`src/ulsi_regs.svh`:
```
// register indices, field positions, reset values and codes of the line status block
`ifndef ULSI_REGS_SVH
`define ULSI_REGS_SVH

// register indices; byte address is four times the index
`define ULSI_IDX_RXTX      3'h0
`define ULSI_IDX_IER       3'h1
`define ULSI_IDX_IDENT     3'h2
`define ULSI_IDX_LCR       3'h3
`define ULSI_IDX_STATUS    3'h5
`define ULSI_IDX_MSR       3'h6

// interrupt enable bits
`define ULSI_IER_RDA       0
`define ULSI_IER_TXE       1
`define ULSI_IER_LS        2
`define ULSI_IER_MS        3

// fifo control bits
`define ULSI_FCR_EN        0
`define ULSI_FCR_RXRST     1
`define ULSI_FCR_TXRST     2

// interrupt identity codes, bits 3:0
`define ULSI_ID_NONE       4'h1
`define ULSI_ID_LS         4'h6
`define ULSI_ID_RDA        4'h4
`define ULSI_ID_TO         4'hC
`define ULSI_ID_TXE        4'h2
`define ULSI_ID_MS         4'h0

// reset values
`define ULSI_IDENT_RST     8'h01
`define ULSI_LCR_RST       8'h00
`define ULSI_IER_RST       4'h0

// receive trigger levels
`define ULSI_TRIG_0        5'h01
`define ULSI_TRIG_1        5'h04
`define ULSI_TRIG_2        5'h08
`define ULSI_TRIG_3        5'h0E

// timing in half bit ticks and frame arithmetic
`define ULSI_WORD_BASE     5'h05
`define ULSI_HIGH_RESUME   2'h2
`define ULSI_TO_CHARS      3
`endif

```
`src/ulsi_pkg.sv`:
```
// types of the line status and interrupt identity block
package ulsi_pkg;
  typedef struct packed {
    logic [2:0] unused;
    logic       even_sel;
    logic       par_en;
    logic       stop2;
    logic [1:0] word_len;
  } ulsi_lcr_t;

  typedef enum logic [2:0] {
    ULSI_TX_EMPTY = 3'b001,
    ULSI_TX_BUSY  = 3'b010,
    ULSI_TX_WAIT  = 3'b100
  } ulsi_tx_st_t;
endpackage : ulsi_pkg

```
`src/ulsi_mem_if.sv`:
```
// write and read port bundle between the control logic and a little memory
`timescale 1ns/100ps
interface ulsi_mem_if #(parameter int W = 8, parameter int AW = 4);
  logic          we;
  logic [AW-1:0] waddr;
  logic [W-1:0]  wdata;
  logic [AW-1:0] raddr;
  logic [W-1:0]  rdata;
  modport ctrl (output we, output waddr, output wdata, output raddr, input rdata);
  modport mem  (input we, input waddr, input wdata, input raddr, output rdata);
endinterface : ulsi_mem_if

```
`src/ulsi_fifo_mem.sv`:
```
// little memory with registered read data for the transmit and receive queues
`timescale 1ns/100ps
module ulsi_fifo_mem #(
  parameter int W  = 8,
  parameter int AW = 4
) (
  input wire logic pclk,
  ulsi_mem_if.mem  port
);
  logic [W-1:0] store [0:(1<<AW)-1];

  // write, and read the addressed word one edge later
  always_ff @(posedge pclk)
  begin
    if (port.we)
    begin
      store[port.waddr] <= port.wdata;
    end
    port.rdata <= store[port.raddr];
  end
endmodule : ulsi_fifo_mem

```
`src/ulsi_half_tick.sv`:
```
// divider giving a one-cycle pulse every half bit time
`timescale 1ns/100ps
module ulsi_half_tick #(
  parameter int        DW       = 16,
  parameter bit [15:0] HALF_DIV = 16'h0100
) (
  input  wire logic pclk,
  input  wire logic presetn,
  output logic      half_tick
);
  logic [DW-1:0] cnt;

  // count down and pulse on wrap
  always_ff @(posedge pclk or negedge presetn)
  begin
    if (!presetn)
    begin
      cnt       <= '0;
      half_tick <= 1'b0;
    end
    else
    begin
      half_tick <= (cnt == '0);
      cnt       <= (cnt == '0) ? DW'(HALF_DIV - 16'h0001) : cnt - 1'b1;
    end
  end
endmodule : ulsi_half_tick

```
`src/ulsi_top.sv`:
```
// line status, interrupt identity and queue logic of the serial element
//
// Chosen here: the APB register port.
`timescale 1ns/100ps
`include "ulsi_regs.svh"

module ulsi_top
  import ulsi_pkg::*;
#(
  parameter int        DEPTH    = 16,
  parameter int        AW       = 4,
  parameter bit [15:0] HALF_DIV = 16'h0100
) (
  input  wire logic        pclk,
  input  wire logic        presetn,
  input  wire logic        psel,
  input  wire logic        penable,
  input  wire logic        pwrite,
  input  wire logic [4:0]  paddr,
  input  wire logic [31:0] pwdata,
  output logic      [31:0] prdata,
  output logic             pready,
  output logic             pslverr,
  input  wire logic        serial_in,
  input  wire logic        rx_char_valid,
  input  wire logic [7:0]  rx_char_data,
  input  wire logic        rx_char_parity,
  input  wire logic        rx_char_stop,
  output logic             rx_enable,
  output logic      [7:0]  tx_data,
  output logic             tx_valid,
  input  wire logic        tx_take,
  input  wire logic        tx_shift_idle,
  input  wire logic [3:0]  modem_lines,
  input  wire logic        modem_change
);
  localparam logic [AW:0] CAP = (AW+1)'(DEPTH);

  // frame length in bits for the current line setup
  function automatic logic [4:0] frame_bits(input ulsi_lcr_t c);
    frame_bits = 5'h01 + `ULSI_WORD_BASE + {3'h0, c.word_len}
               + {4'h0, c.par_en} + (c.stop2 ? 5'h02 : 5'h01);
  endfunction : frame_bits

  // trigger level from fifo control bits
  function automatic logic [4:0] trig_level(input logic [1:0] sel);
    unique case (sel)
      2'h0: trig_level = `ULSI_TRIG_0;
      2'h1: trig_level = `ULSI_TRIG_1;
      2'h2: trig_level = `ULSI_TRIG_2;
      2'h3: trig_level = `ULSI_TRIG_3;
    endcase
  endfunction : trig_level

  ulsi_mem_if #(.W(11), .AW(AW)) rxm ();
  ulsi_mem_if #(.W(8),  .AW(AW)) txm ();

  ulsi_fifo_mem #(.W(11), .AW(AW)) u_rx_mem (.pclk(pclk), .port(rxm.mem));
  ulsi_fifo_mem #(.W(8),  .AW(AW)) u_tx_mem (.pclk(pclk), .port(txm.mem));

  logic half_tick;
  ulsi_half_tick #(.DW(16), .HALF_DIV(HALF_DIV)) u_div (
    .pclk      (pclk),
    .presetn   (presetn),
    .half_tick (half_tick)
  );

  logic [3:0]    ier;
  ulsi_lcr_t     lcr;
  logic          fifo_en;
  logic [1:0]    trig_sel;
  logic [7:0]    interrupt_identity;
  logic [3:0]    err;
  logic          rx_ready;
  logic          tx_holding_empty;
  logic          temt;
  logic [AW:0]   rx_count;
  logic [AW-1:0] rx_wp;
  logic [AW-1:0] rx_rp;
  logic [1:0]    rx_top_new;
  logic [AW:0]   tx_count;
  logic [AW-1:0] tx_wp;
  logic [AW-1:0] tx_rp;
  logic          two_seen;
  ulsi_tx_st_t   tx_st;
  logic [7:0]    tx_wait;
  logic [7:0]    low_cnt;
  logic [1:0]    high_cnt;
  logic          brk_push;
  logic [7:0]    to_cnt;
  logic          to_flag;
  logic          txe_irq;
  logic          txe_q;
  logic          modem_flag;

  // bus decode
  logic [2:0] idx;
  logic       setup_hit;
  logic       wr_done;
  logic       rd_done;
  logic       mapped;
  assign idx       = paddr[4:2];
  assign setup_hit = psel & penable & !pready;
  assign wr_done   = psel & penable & pready & pwrite;
  assign rd_done   = psel & penable & pready & !pwrite;
  assign mapped    = (idx != 3'h4) && (idx != 3'h7);

  logic       fcr_wr;
  logic       mode_change;
  logic       rx_flush;
  logic       tx_flush;
  assign fcr_wr      = wr_done & (idx == `ULSI_IDX_IDENT);
  assign mode_change = fcr_wr & (pwdata[`ULSI_FCR_EN] != fifo_en);
  assign rx_flush    = mode_change | (fcr_wr & fifo_en & pwdata[`ULSI_FCR_RXRST]);
  assign tx_flush    = mode_change | (fcr_wr & fifo_en & pwdata[`ULSI_FCR_TXRST]);

  // receive queue control; capacity one in character mode
  logic [AW:0] rx_cap;
  logic        rx_push;
  logic        rx_pop;
  logic        rx_full;
  logic        rx_accept;
  logic        rx_over;
  logic        par_err_now;
  logic        status_rd;
  assign rx_cap    = fifo_en ? CAP : (AW+1)'(1);
  assign rx_push   = (rx_char_valid & rx_enable) | brk_push;
  assign rx_pop    = rd_done & (idx == `ULSI_IDX_RXTX) & (rx_count != '0);
  assign rx_full   = (rx_count == rx_cap);
  assign rx_accept = rx_push & (!rx_full | rx_pop);
  assign rx_over   = rx_push & rx_full & !rx_pop;
  assign status_rd = rd_done & (idx == `ULSI_IDX_STATUS);
  assign par_err_now = lcr.par_en
                   & ((^(rx_char_data & (8'hFF >> (2'h3 - lcr.word_len))))
                   ^ rx_char_parity ^ !lcr.even_sel);

  // stored word: break, framing, parity, data
  assign rxm.we    = rx_accept | (rx_over & !fifo_en);
  assign rxm.waddr = rx_accept ? rx_wp : rx_rp;
  assign rxm.wdata = brk_push ? {1'b1, 1'b1, 1'b0, 8'h00}
                              : {1'b0, !rx_char_stop, par_err_now, rx_char_data};
  assign rxm.raddr = rx_rp;

  // receive pointers and count
  always_ff @(posedge pclk or negedge presetn)
  begin
    if (!presetn)
    begin
      rx_count <= '0;
      rx_wp    <= '0;
      rx_rp    <= '0;
    end
    else if (rx_flush)
    begin
      rx_count <= '0;
      rx_wp    <= '0;
      rx_rp    <= '0;
    end
    else
    begin
      if (rx_accept)
      begin
        rx_wp <= rx_wp + 1'b1;
      end
      if (rx_pop)
      begin
        rx_rp <= rx_rp + 1'b1;
      end
      rx_count <= rx_count + (AW+1)'(rx_accept) - (AW+1)'(rx_pop);
    end
  end

  // new top word becomes readable two edges later
  always_ff @(posedge pclk or negedge presetn)
  begin
    if (!presetn)
    begin
      rx_top_new <= 2'h0;
    end
    else
    begin
      rx_top_new <= {rx_top_new[0],
                     rx_pop | (rx_accept & (rx_count == '0)) | (rx_over & !fifo_en)};
    end
  end

  // data ready follows occupancy, writable by software
  always_ff @(posedge pclk or negedge presetn)
  begin
    if (!presetn)
    begin
      rx_ready <= 1'b0;
    end
    else if (wr_done & (idx == `ULSI_IDX_STATUS))
    begin
      rx_ready <= pwdata[0];
    end
    else if (rx_flush)
    begin
      rx_ready <= 1'b0;
    end
    else if (rx_accept | rx_pop)
    begin
      rx_ready <= (rx_count + (AW+1)'(rx_accept) - (AW+1)'(rx_pop)) != '0;
    end
  end

  // error flags {break, framing, parity, overrun}; set wins over clear
  logic [3:0] err_set;
  assign err_set = {(rx_top_new[1] & (rx_count != '0)) ? rxm.rdata[10:8] : 3'h0,
                    rx_over};
  always_ff @(posedge pclk or negedge presetn)
  begin
    if (!presetn)
    begin
      err <= 4'h0;
    end
    else if (wr_done & (idx == `ULSI_IDX_STATUS))
    begin
      err <= pwdata[4:1] | err_set;
    end
    else
    begin
      err <= (status_rd ? 4'h0 : err) | err_set;
    end
  end

  // break detector on the serial input in half bit steps
  logic [7:0] brk_limit;
  assign brk_limit = {2'h0, frame_bits(lcr), 1'b0} + 8'h01;
  always_ff @(posedge pclk or negedge presetn)
  begin
    if (!presetn)
    begin
      low_cnt   <= 8'h00;
      high_cnt  <= 2'h0;
      brk_push  <= 1'b0;
      rx_enable <= 1'b1;
    end
    else
    begin
      brk_push <= 1'b0;
      if (serial_in)
      begin
        low_cnt <= 8'h00;
        if (half_tick && high_cnt != `ULSI_HIGH_RESUME)
        begin
          high_cnt <= high_cnt + 1'b1;
        end
        if (high_cnt == `ULSI_HIGH_RESUME)
        begin
          rx_enable <= 1'b1;
        end
      end
      else
      begin
        high_cnt <= 2'h0;
        if (half_tick && rx_enable)
        begin
          low_cnt <= low_cnt + 1'b1;
          if (low_cnt + 8'h01 == brk_limit)
          begin
            brk_push  <= 1'b1;
            rx_enable <= 1'b0;
          end
        end
      end
    end
  end

  // character timeout: four idle character times with data held
  always_ff @(posedge pclk or negedge presetn)
  begin
    if (!presetn)
    begin
      to_cnt  <= 8'h00;
      to_flag <= 1'b0;
    end
    else
    begin
      if (!fifo_en || rx_count == '0 || rx_accept || rx_pop)
      begin
        to_cnt <= 8'h00;
      end
      else if (half_tick && to_cnt != {frame_bits(lcr), `ULSI_TO_CHARS'(0)})
      begin
        to_cnt <= to_cnt + 1'b1;
      end
      if (fifo_en && rx_count != '0 && !rx_accept && !rx_pop
          && to_cnt == {frame_bits(lcr), `ULSI_TO_CHARS'(0)})
      begin
        to_flag <= 1'b1;
      end
      else if ((rd_done && idx == `ULSI_IDX_RXTX) || rx_flush)
      begin
        to_flag <= 1'b0;
      end
    end
  end

  // transmit queue; capacity one in character mode
  logic [AW:0] tx_cap;
  logic        tx_push;
  logic        tx_pop;
  assign tx_cap    = fifo_en ? CAP : (AW+1)'(1);
  assign tx_push   = wr_done & (idx == `ULSI_IDX_RXTX) & (tx_count != tx_cap);
  assign tx_pop    = tx_take & tx_valid;
  assign txm.we    = tx_push;
  assign txm.waddr = tx_wp;
  assign txm.wdata = pwdata[7:0];
  assign txm.raddr = tx_rp;
  assign tx_data   = txm.rdata;

  always_ff @(posedge pclk or negedge presetn)
  begin
    if (!presetn)
    begin
      tx_count <= '0;
      tx_wp    <= '0;
      tx_rp    <= '0;
      tx_valid <= 1'b0;
      two_seen <= 1'b0;
    end
    else if (tx_flush)
    begin
      tx_count <= '0;
      tx_wp    <= '0;
      tx_rp    <= '0;
      tx_valid <= 1'b0;
      two_seen <= 1'b0;
    end
    else
    begin
      if (tx_push)
      begin
        tx_wp <= tx_wp + 1'b1;
      end
      if (tx_pop)
      begin
        tx_rp <= tx_rp + 1'b1;
      end
      tx_count <= tx_count + (AW+1)'(tx_push) - (AW+1)'(tx_pop);
      tx_valid <= (tx_count != '0) && !tx_pop;
      if (tx_count >= (AW+1)'(2))
      begin
        two_seen <= 1'b1;
      end
      else if (tx_count == '0 && tx_st == ULSI_TX_EMPTY)
      begin
        two_seen <= 1'b0;
      end
    end
  end

  // holding-empty flag with lone-character delay in fifo mode
  logic tx_gone;
  assign tx_gone = tx_pop & (tx_count == (AW+1)'(1)) & !tx_push;
  always_ff @(posedge pclk or negedge presetn)
  begin
    if (!presetn)
    begin
      tx_holding_empty <= 1'b1;
      tx_st            <= ULSI_TX_EMPTY;
      tx_wait          <= 8'h00;
    end
    else if (wr_done & (idx == `ULSI_IDX_STATUS))
    begin
      tx_holding_empty <= pwdata[5];
    end
    else if (tx_flush)
    begin
      tx_holding_empty <= 1'b1;
      tx_st            <= ULSI_TX_EMPTY;
    end
    else if (tx_push)
    begin
      tx_holding_empty <= 1'b0;
      tx_st            <= ULSI_TX_BUSY;
    end
    else
    begin
      unique case (tx_st)
        ULSI_TX_EMPTY: tx_holding_empty <= 1'b1;
        ULSI_TX_BUSY:
        begin
          if (tx_gone && fifo_en && !two_seen)
          begin
            tx_st   <= ULSI_TX_WAIT;
            tx_wait <= {2'h0, frame_bits(lcr) - 5'h01, 1'b0};
          end
          else if (tx_gone)
          begin
            tx_holding_empty <= 1'b1;
            tx_st            <= ULSI_TX_EMPTY;
          end
        end
        ULSI_TX_WAIT:
        begin
          if (tx_wait == 8'h00)
          begin
            tx_holding_empty <= 1'b1;
            tx_st            <= ULSI_TX_EMPTY;
          end
          else if (half_tick)
          begin
            tx_wait <= tx_wait - 8'h01;
          end
        end
      endcase
    end
  end

  // transmitter empty and holding-empty edge memory
  always_ff @(posedge pclk or negedge presetn)
  begin
    if (!presetn)
    begin
      temt  <= 1'b1;
      txe_q <= 1'b1;
    end
    else
    begin
      temt  <= tx_holding_empty & tx_shift_idle;
      txe_q <= tx_holding_empty;
    end
  end

  // transmit and modem interrupt flags; set wins over clear
  logic txe_clr;
  assign txe_clr = tx_push
                 | (rd_done & (idx == `ULSI_IDX_IDENT)
                    & (interrupt_identity[3:0] == `ULSI_ID_TXE));
  always_ff @(posedge pclk or negedge presetn)
  begin
    if (!presetn)
    begin
      txe_irq    <= 1'b1;
      modem_flag <= 1'b0;
    end
    else
    begin
      if ((tx_holding_empty & !txe_q) | mode_change)
      begin
        txe_irq <= 1'b1;
      end
      else if (txe_clr)
      begin
        txe_irq <= 1'b0;
      end
      if (modem_change)
      begin
        modem_flag <= 1'b1;
      end
      else if (rd_done & (idx == `ULSI_IDX_MSR))
      begin
        modem_flag <= 1'b0;
      end
    end
  end

  // ranked identity code
  logic [3:0] next_code;
  logic       rda;
  assign rda = fifo_en ? (rx_count >= trig_level(trig_sel)) : rx_ready;
  always_comb
  begin
    if (ier[`ULSI_IER_LS] && err != 4'h0)
      next_code = `ULSI_ID_LS;
    else if (ier[`ULSI_IER_RDA] && rda)
      next_code = `ULSI_ID_RDA;
    else if (ier[`ULSI_IER_RDA] && to_flag)
      next_code = `ULSI_ID_TO;
    else if (ier[`ULSI_IER_TXE] && txe_irq)
      next_code = `ULSI_ID_TXE;
    else if (ier[`ULSI_IER_MS] && modem_flag)
      next_code = `ULSI_ID_MS;
    else
      next_code = `ULSI_ID_NONE;
  end

  // identity register, held while addressed by a read
  always_ff @(posedge pclk or negedge presetn)
  begin
    if (!presetn)
    begin
      interrupt_identity <= `ULSI_IDENT_RST;
    end
    else if (!(psel && idx == `ULSI_IDX_IDENT && !pwrite))
    begin
      interrupt_identity <= {fifo_en, fifo_en, 2'h0, next_code};
    end
  end

  // control registers
  always_ff @(posedge pclk or negedge presetn)
  begin
    if (!presetn)
    begin
      ier      <= `ULSI_IER_RST;
      lcr      <= `ULSI_LCR_RST;
      fifo_en  <= 1'b0;
      trig_sel <= 2'h0;
    end
    else if (wr_done)
    begin
      if (idx == `ULSI_IDX_IER)
        ier <= pwdata[3:0];
      if (idx == `ULSI_IDX_LCR)
        lcr <= pwdata[7:0];
      if (idx == `ULSI_IDX_IDENT)
      begin
        fifo_en  <= pwdata[`ULSI_FCR_EN];
        trig_sel <= pwdata[7:6];
      end
    end
  end

  // one wait state; read data captured in the first access cycle
  always_ff @(posedge pclk or negedge presetn)
  begin
    if (!presetn)
    begin
      pready  <= 1'b0;
      pslverr <= 1'b0;
      prdata  <= 32'h0000_0000;
    end
    else
    begin
      pready  <= setup_hit;
      pslverr <= setup_hit & !mapped;
      if (setup_hit && !pwrite)
      begin
        unique case (idx)
          `ULSI_IDX_RXTX: prdata <= {24'h0, rxm.rdata[7:0]};
          `ULSI_IDX_IER:  prdata <= {28'h0, ier};
          `ULSI_IDX_IDENT:  prdata <= {24'h0, interrupt_identity};
          `ULSI_IDX_LCR:  prdata <= {24'h0, lcr};
          `ULSI_IDX_STATUS: prdata <= {24'h0, 1'b0, temt, tx_holding_empty, err, rx_ready};
          `ULSI_IDX_MSR:  prdata <= {28'h0, modem_lines};
          default:        prdata <= 32'h0000_0000;
        endcase
      end
    end
  end
endmodule : ulsi_top

```
`config.mk`:
```
export PLATFORM = sky130hd
export DESIGN_NAME = ulsi_top
export DESIGN_NICKNAME = d
export VERILOG_FILES = /design/src/ulsi_pkg.sv /design/src/ulsi_mem_if.sv /design/src/ulsi_fifo_mem.sv /design/src/ulsi_half_tick.sv /design/src/ulsi_top.sv
export VERILOG_INCLUDE_DIRS = /design/src
export SDC_FILE = /design/constraint.sdc
export NUM_CORES = 1
export LEC_CHECK = 0
export ABC_AREA = 1
export BUFFER_PORTS_ARGS = -buffer_cell sky130_fd_sc_hd__buf_2
export CORE_MARGIN = 1.5
export CORE_UTILIZATION = 50
export CTS_CLUSTER_DIAMETER = 30
export DETAILED_ROUTE_END_ITERATION = 16
export PLACE_DENSITY_LB_ADDON = 0.25
export SLEW_MARGIN = 5
export SYNTH_ARGS = -nofsm -noshare
export SYNTH_HDL_FRONTEND = slang
export SYNTH_HIERARCHICAL = 1
export SYNTH_SLANG_ARGS = --single-unit
```
`constraint.sdc`:
```
create_clock -name pclk -period 3.8 [get_ports pclk]
set_clock_uncertainty 0.05 [all_clocks]
set_input_delay 0.76 -clock pclk [delete_from_list [all_inputs] [get_ports pclk]]
set_output_delay 0.76 -clock pclk [all_outputs]
set_load 0.01 [all_outputs]
```
* Yosys cells after proc, flatten, opt, wreduce, memory -nomap -nowiden *
Memory sizes are Yosys's and may differ from the RTL's. A register that Yosys moved wholly into a read port is not among the register bits.
Cells that the tools add are included.

operators by class
  add/subtract/negate cells = 19
  magnitude comparators = 2
  equal/unequal tests = 33
  shift-type cells = 1
  muxes and demuxes = 73
  bitwise operators = 51
  reduce and logical (&&, ||, !) cells = 70

operator list
  kind                   number
  $mux 4                 14
  $mux 8                 7
  $pmux 8 s6             1
  $and 1x1->1            33
  $mux 1                 32
  $reduce_bool 2->1      11
  $logic_and 1x1->1      21
  $ne 5x5->1 const B     4
  $pmux 5 s4             1
  $mux 3                 6
  $add 4x1->4 const B    4
  $add 8x1->8 const B    2
  $logic_not 16->1       1
  $mux 16                1
  $pmux 8 s2             1
  $sub 16x1->16 const B  1
  $mux 5                 3
  $reduce_bool 5->1      3
  $logic_not 1->1        13
  $mux 11                1
  $add 5x1->5            2
  $logic_not 5->1        2
  $or 1x1->1             10
  $sub 5x1->5            2
  other kinds (46)       73

word-level totals
  register bits after elaboration = 143
  RAM bits = 304
  bits of input ports = 61
  output and inout bits = 44
  logic and storage cells = 289
  memories kept = 2

memory list
  name            words  width  read ports  clocked after memory_dff  wr ports  RTL line             text
  u_rx_mem.store  16     11     1           1                         1         ulsi_fifo_mem.sv:10  logic [W-1:0] store [0:(1<<AW)-1];
  u_tx_mem.store  16     8      1           1                         1         ulsi_fifo_mem.sv:10

* Logic depth before layout (Yosys ltp) *
  depth in word-level cells = 14
  depth in mapped cells = 16
  mapped depth without buffers = 16

* Cells and area by module *
The synthesis kept the hierarchy.

by module, submodules not included
  module                     instances  cells an instance  area an instance (µm²)  seq. area each (µm²)
  ulsi_fifo_mem at u_rx_mem  1          747                7852.5                  5505.3
  ulsi_top                   1          801                6346.1                  2561.2
  ulsi_fifo_mem at u_tx_mem  1          551                5766.8                  4003.8
  ulsi_half_tick             1          125                967.2                   425.4

* Least setup slack after synthesis *
No wires, ideal clock.

  kind = in2reg
  start point = input psel
  end point = register rx_ready
  arrival time = 3.087 ns
  data required time = 3.629 ns
  path slack = 0.542 ns
  cell stages on the path = 16
  buffers on the path = 1
  cells stage by stage = and3_1 -> nand2_1 -> nor2_2 -> nand2_2 -> nand2_1 -> nand2_1 -> buf_2 -> ha_1 -> ha_1 -> fa_1 -> a21oi_1 -> o21bai_1 -> xor2_1 -> nand3_1 -> nand3_1 -> o21ai_1

on the way
  word-level cells in the longest chain between the ends = 13
  elaborated cells on any way between the ends = 22
  classes of those cells = 2 x add/sub; 3 x mux; 15 x bitwise; 2 x reduce/logical

RTL lines
  what                           RTL line                          text
  start: declaration             ulsi_top.sv:16                    input wire logic psel,
  $and 1x1->1 (*) (2 in series)  ulsi_top.sv:104, ulsi_top.sv:105
  $and 1x1->1                    ulsi_top.sv:105                   assign rd_done = psel & penable & pready & !pwrite;
  $and 1x1->1 (2 in series)      ulsi_top.sv:128                   assign rx_pop = rd_done & (idx == `ULSI_IDX_RXTX) & (rx_count != '0);
  $or 1x1->1                     ulsi_top.sv:130                   assign rx_accept = rx_push & (!rx_full | rx_pop);
  $and 1x1->1                    ulsi_top.sv:130
  $add 5x1->5                    ulsi_top.sv:204                   rx_ready <= (rx_count + (AW+1)'(rx_accept) - (AW+1)'(rx_pop)) != '0;
  $sub 5x1->5                    ulsi_top.sv:204
  $reduce_bool 5->1              ulsi_top.sv:204
  $mux 1                         ulsi_top.sv:202                   else if (rx_accept | rx_pop)
  $mux 1                         ulsi_top.sv:198                   else if (rx_flush)
  $mux 1                         ulsi_top.sv:194                   else if (wr_done & (idx == `ULSI_IDX_STATUS))
  end signal: assignment         ulsi_top.sv:196                   rx_ready <= pwdata[0];
  end: declaration               ulsi_top.sv:74                    logic rx_ready;

Every way passes the cells marked *; elsewhere a longest branch is shown, timed or not. The select of a mux whose other input is x is not followed.
A chain may end at the register's enable or synchronous reset.

* Worst setup path in the final report *
  start point = register rx_count[2]
  end point = memory u_rx_mem.store[12][7], enable pin

on the way
  elaborated cells on any way between the ends = 14
  classes of those cells = 1 x eq/ne; 3 x mux; 7 x bitwise; 3 x reduce/logical

RTL lines
  what                                             RTL line                          text
  start: declaration                               ulsi_top.sv:77                    logic [AW:0] rx_count;
  start signal: assignment                         ulsi_top.sv:169                   rx_count <= rx_count + (AW+1)'(rx_accept) - (AW+1)'(rx_pop);
  $eq 5x5->1 or $reduce_bool 5->1 (tied branches)  ulsi_top.sv:129, ulsi_top.sv:128
  $logic_not 1->1 or $and 1x1->1 (tied branches)   ulsi_top.sv:130, ulsi_top.sv:128
  $or 1x1->1 (*)                                   ulsi_top.sv:130
  $and 1x1->1 (*)                                  ulsi_top.sv:130
  $mux 4 (*)                                       ulsi_top.sv:139                   assign rxm.waddr = rx_accept ? rx_wp : rx_rp;
  net rxm.waddr[0]                                 ulsi_mem_if.sv:5                  logic [AW-1:0] waddr;
  end: declaration                                 ulsi_fifo_mem.sv:10

The timed path passes the listed nets; every way through them passes the cells marked *.

==> run metrics <==
outcome=completed; final worst-path cycle share=84.84%; Slew Viols, Final=0; PortBufs=54; share of cells above drive strength 1=13.00%; Die W=207.6 microns; Initial Util=50.92%; Post-Syn Area=20930 sq um; synthesized instance count=2224; Final Power=16250 uW; GRT Total Usage=22.54%; number of max-cap violations=0; Comb power frac=16.0%; multi-input logic area=6435 sq um; post-synth top area cell=edfxtp_1; grt total ovfl=0; Clk Latency, worst-skew pair=610 ps; Req. time, crit path=3970 ps; Switching Share=28.36%; synth-to-layout area growth=18.30%; Resize count post-CTS=0; Setup Viol. Count Final=0; worst vdd ir=0.3786 mV; Setup Buffers After CTS=0; pin count of the biggest net entering global routing=120; first-pass GRT wire length=76.42 mm; drt initial violations=1322; hold slack=136.0 ps; Inserted Diodes=0; initial antenna violation count=1; TritonCTS clock tree=yes; Tightest Pin Transition=1151 ps; # nets final=2434; Avg WL per Cell=16.33 microns; row count=74; Reg clk slew, reported paths=50 ps; syn avg cell area=9.412 sq um; clock buffer depth=3; Synth Register Bits=442; final antenna-violating net count=0; clock share of power=48.9%; top_reg_cell synth=edfxtp_1; Fmax achieved=0.3102 GHz; Synth area leaders=edfxtp_1 (44%), dfrtp_1 (13%), nand2_1 (11%); # DRC=0; critical path class=flop to flop; number of synthesized flops with an enable pin=304; synthesis warning total=6; Pint=11640 uW; most common cell in the netlist=nand2_1; Rel. slew slack=22.99%; sequential group share of total power=35.1%; PD cells=656.3 nW/um^2; Final Wtd Congestion=0.8806; clk root buf=clkbuf_16; Synth top area share=43.61%; die height=207.6 microns; CP Max Fanout=20; sequential area share after synthesis=59.70%; num ports=105; H-tree levels=3; Layout fillers=3432; final hold violations=0; Setup crit end kind=flop; area of the core=41110 sq um; DP Wirelength=30.23 mm; CTS buffer count=92; setup TNS=0 ps; critical path arrival=3390 ps; Setup crit start kind=flop; total wire length=48.11 mm; TritonRoute pass-1 iters=5; CTS Hold Bufs=0; die area=43100 sq um; Tmin final=3224 ps; synth cell count leaders=nand2_1 (602), inv_1 (383), edfxtp_1 (304); post-synth cell types=54; Async S/R FF share, synth=26.92%; CTS sink cnt=442; Via density=5.132; Leak Pwr=0.01132 uW; Tightest Hold Check Type=input port to async pin; Net Sw Power=4610 uW; RSZ-0062 raised after global routing=false; number of global-route vias before repair=14.69k; storage element area=12500 sq um; via count=15.12k
[cells in the final DEF, fill, tap and decap left out, types with 11 or more instances in the layout]
cell type,n
nand2_1,602
inv_1,383
edfxtp_1,304
nand3_1,274
nor2_1,116
dfrtp_1,110
clkbuf_16,93
buf_2,53
o21ai_0,46
ha_1,34
buf_4,31
xor2_1,27
conb_1,24
a21oi_1,23
o21ai_1,22
nor3_1,21
nand4_1,20
dfxtp_1,19
clkinv_2,16
xnor2_1,15
inv_2,14
clkinvlp_4,12
bufinv_16,11
clkbuf_1,11
[per-stage QoR]
stage	instance area [sq um]	utilization, %	worst slack, ps	instances
after floorplan	21020	-	542.3	2247
after global placement	21620	52.59	269.2	2774
after detailed placement	21620	52.59	232.4	2774
after CTS	24760	60.24	556.0	2947
after global routing	24760	60.24	351.7	2947
final	24760	60.24	576.2	2947
[final cells by class]
type / count / area share (%)
clock buffers: 107 / 9.731
inverters: 399 / 6.068
flip-flops and latches: 442 / 50.47
clock inverters: 66 / 2.966
multi-input cells: 1316 / 25.99
repair buffers: 85 / 2.092
well taps: 532 / 2.688
[worst max-delay path, cell delays in order, from the launching register on]
cell,delay [ps]
dfrtp_1,400
inv_1,90
ha_1,190
nand2_1,70
a211oi_1,220
nand2_1,100
nand2_1,90
buf_4,260
inv_2,90
nand2_1,80
o21ai_1,120
inv_1,100
nand2_1,130
nor2_1,840
[cells by family after synthesis]
| logic type | share of synthesized area (%) |
|---|---|
| other | 0.01791 |
| AOI/OAI and AO/OA | 3.712 |
| adders and majority gates | 2.319 |
| muxes | 0.1016 |
| and+or+nand+nor | 22.42 |
| xor gates and xnor gates | 1.757 |
| DFF | 59.70 |
| buffers and inverters | 9.976 |
[registers in the layout (all words and copies together), names as in the netlist, 4 cells and up]
name	cells
u_div/cnt	16
u_tx_mem/port.rdata	8
tx_count	5
prdata	8
rx_count	5
rx_rp	4
tx_wp	4
u_tx_mem/store	128
lcr	8
u_rx_mem/store	176
interrupt_identity	5
to_cnt	8
low_cnt	8
tx_rp	4
err	4
tx_wait	8
rx_wp	4
ier	4
u_rx_mem/port.rdata	11
[path summary, 6_finish.rpt]
path / slack, ps / start / cells after the start / to
worst max-delay path: 580 / rx_count[2] / 13 / u_rx_mem/store[12][7]
worst min register to register: 290 / rx_top_new[0] / 0 / rx_top_new[1]
worst max register to register: 580 / rx_count[2] / 13 / u_rx_mem/store[12][7]
max in group asynchronous: 2900 / presetn / 2 / tx_rp[0]
worst min-delay path: 140 / presetn / 2 / tx_count[2]
min in group pclk: 290 / rx_top_new[0] / 0 / rx_top_new[1]
[power by group through the flow]
stage | sequential [uW] | clock [uW] | combinational, uW
after floorplan | 5700 | 0 | 2000
after global placement | 5770 | 0 | 2490
after detailed placement | 5780 | 0 | 2570
after CTS | 5710 | 8050 | 2590
after global routing | 5740 | 8300 | 2930
final | 5710 | 7950 | 2590
[routing by layer]
layer	wire, microns	GRT usage (%)	vias to the layer above
met3	2866	4.720	134
met4	1791	10.14	2
li1	-	-	7364
met1	20040	28.50	7126
met5	13	0	-
met2	23400	37.46	498
Power figures use the tool's default switching activity.
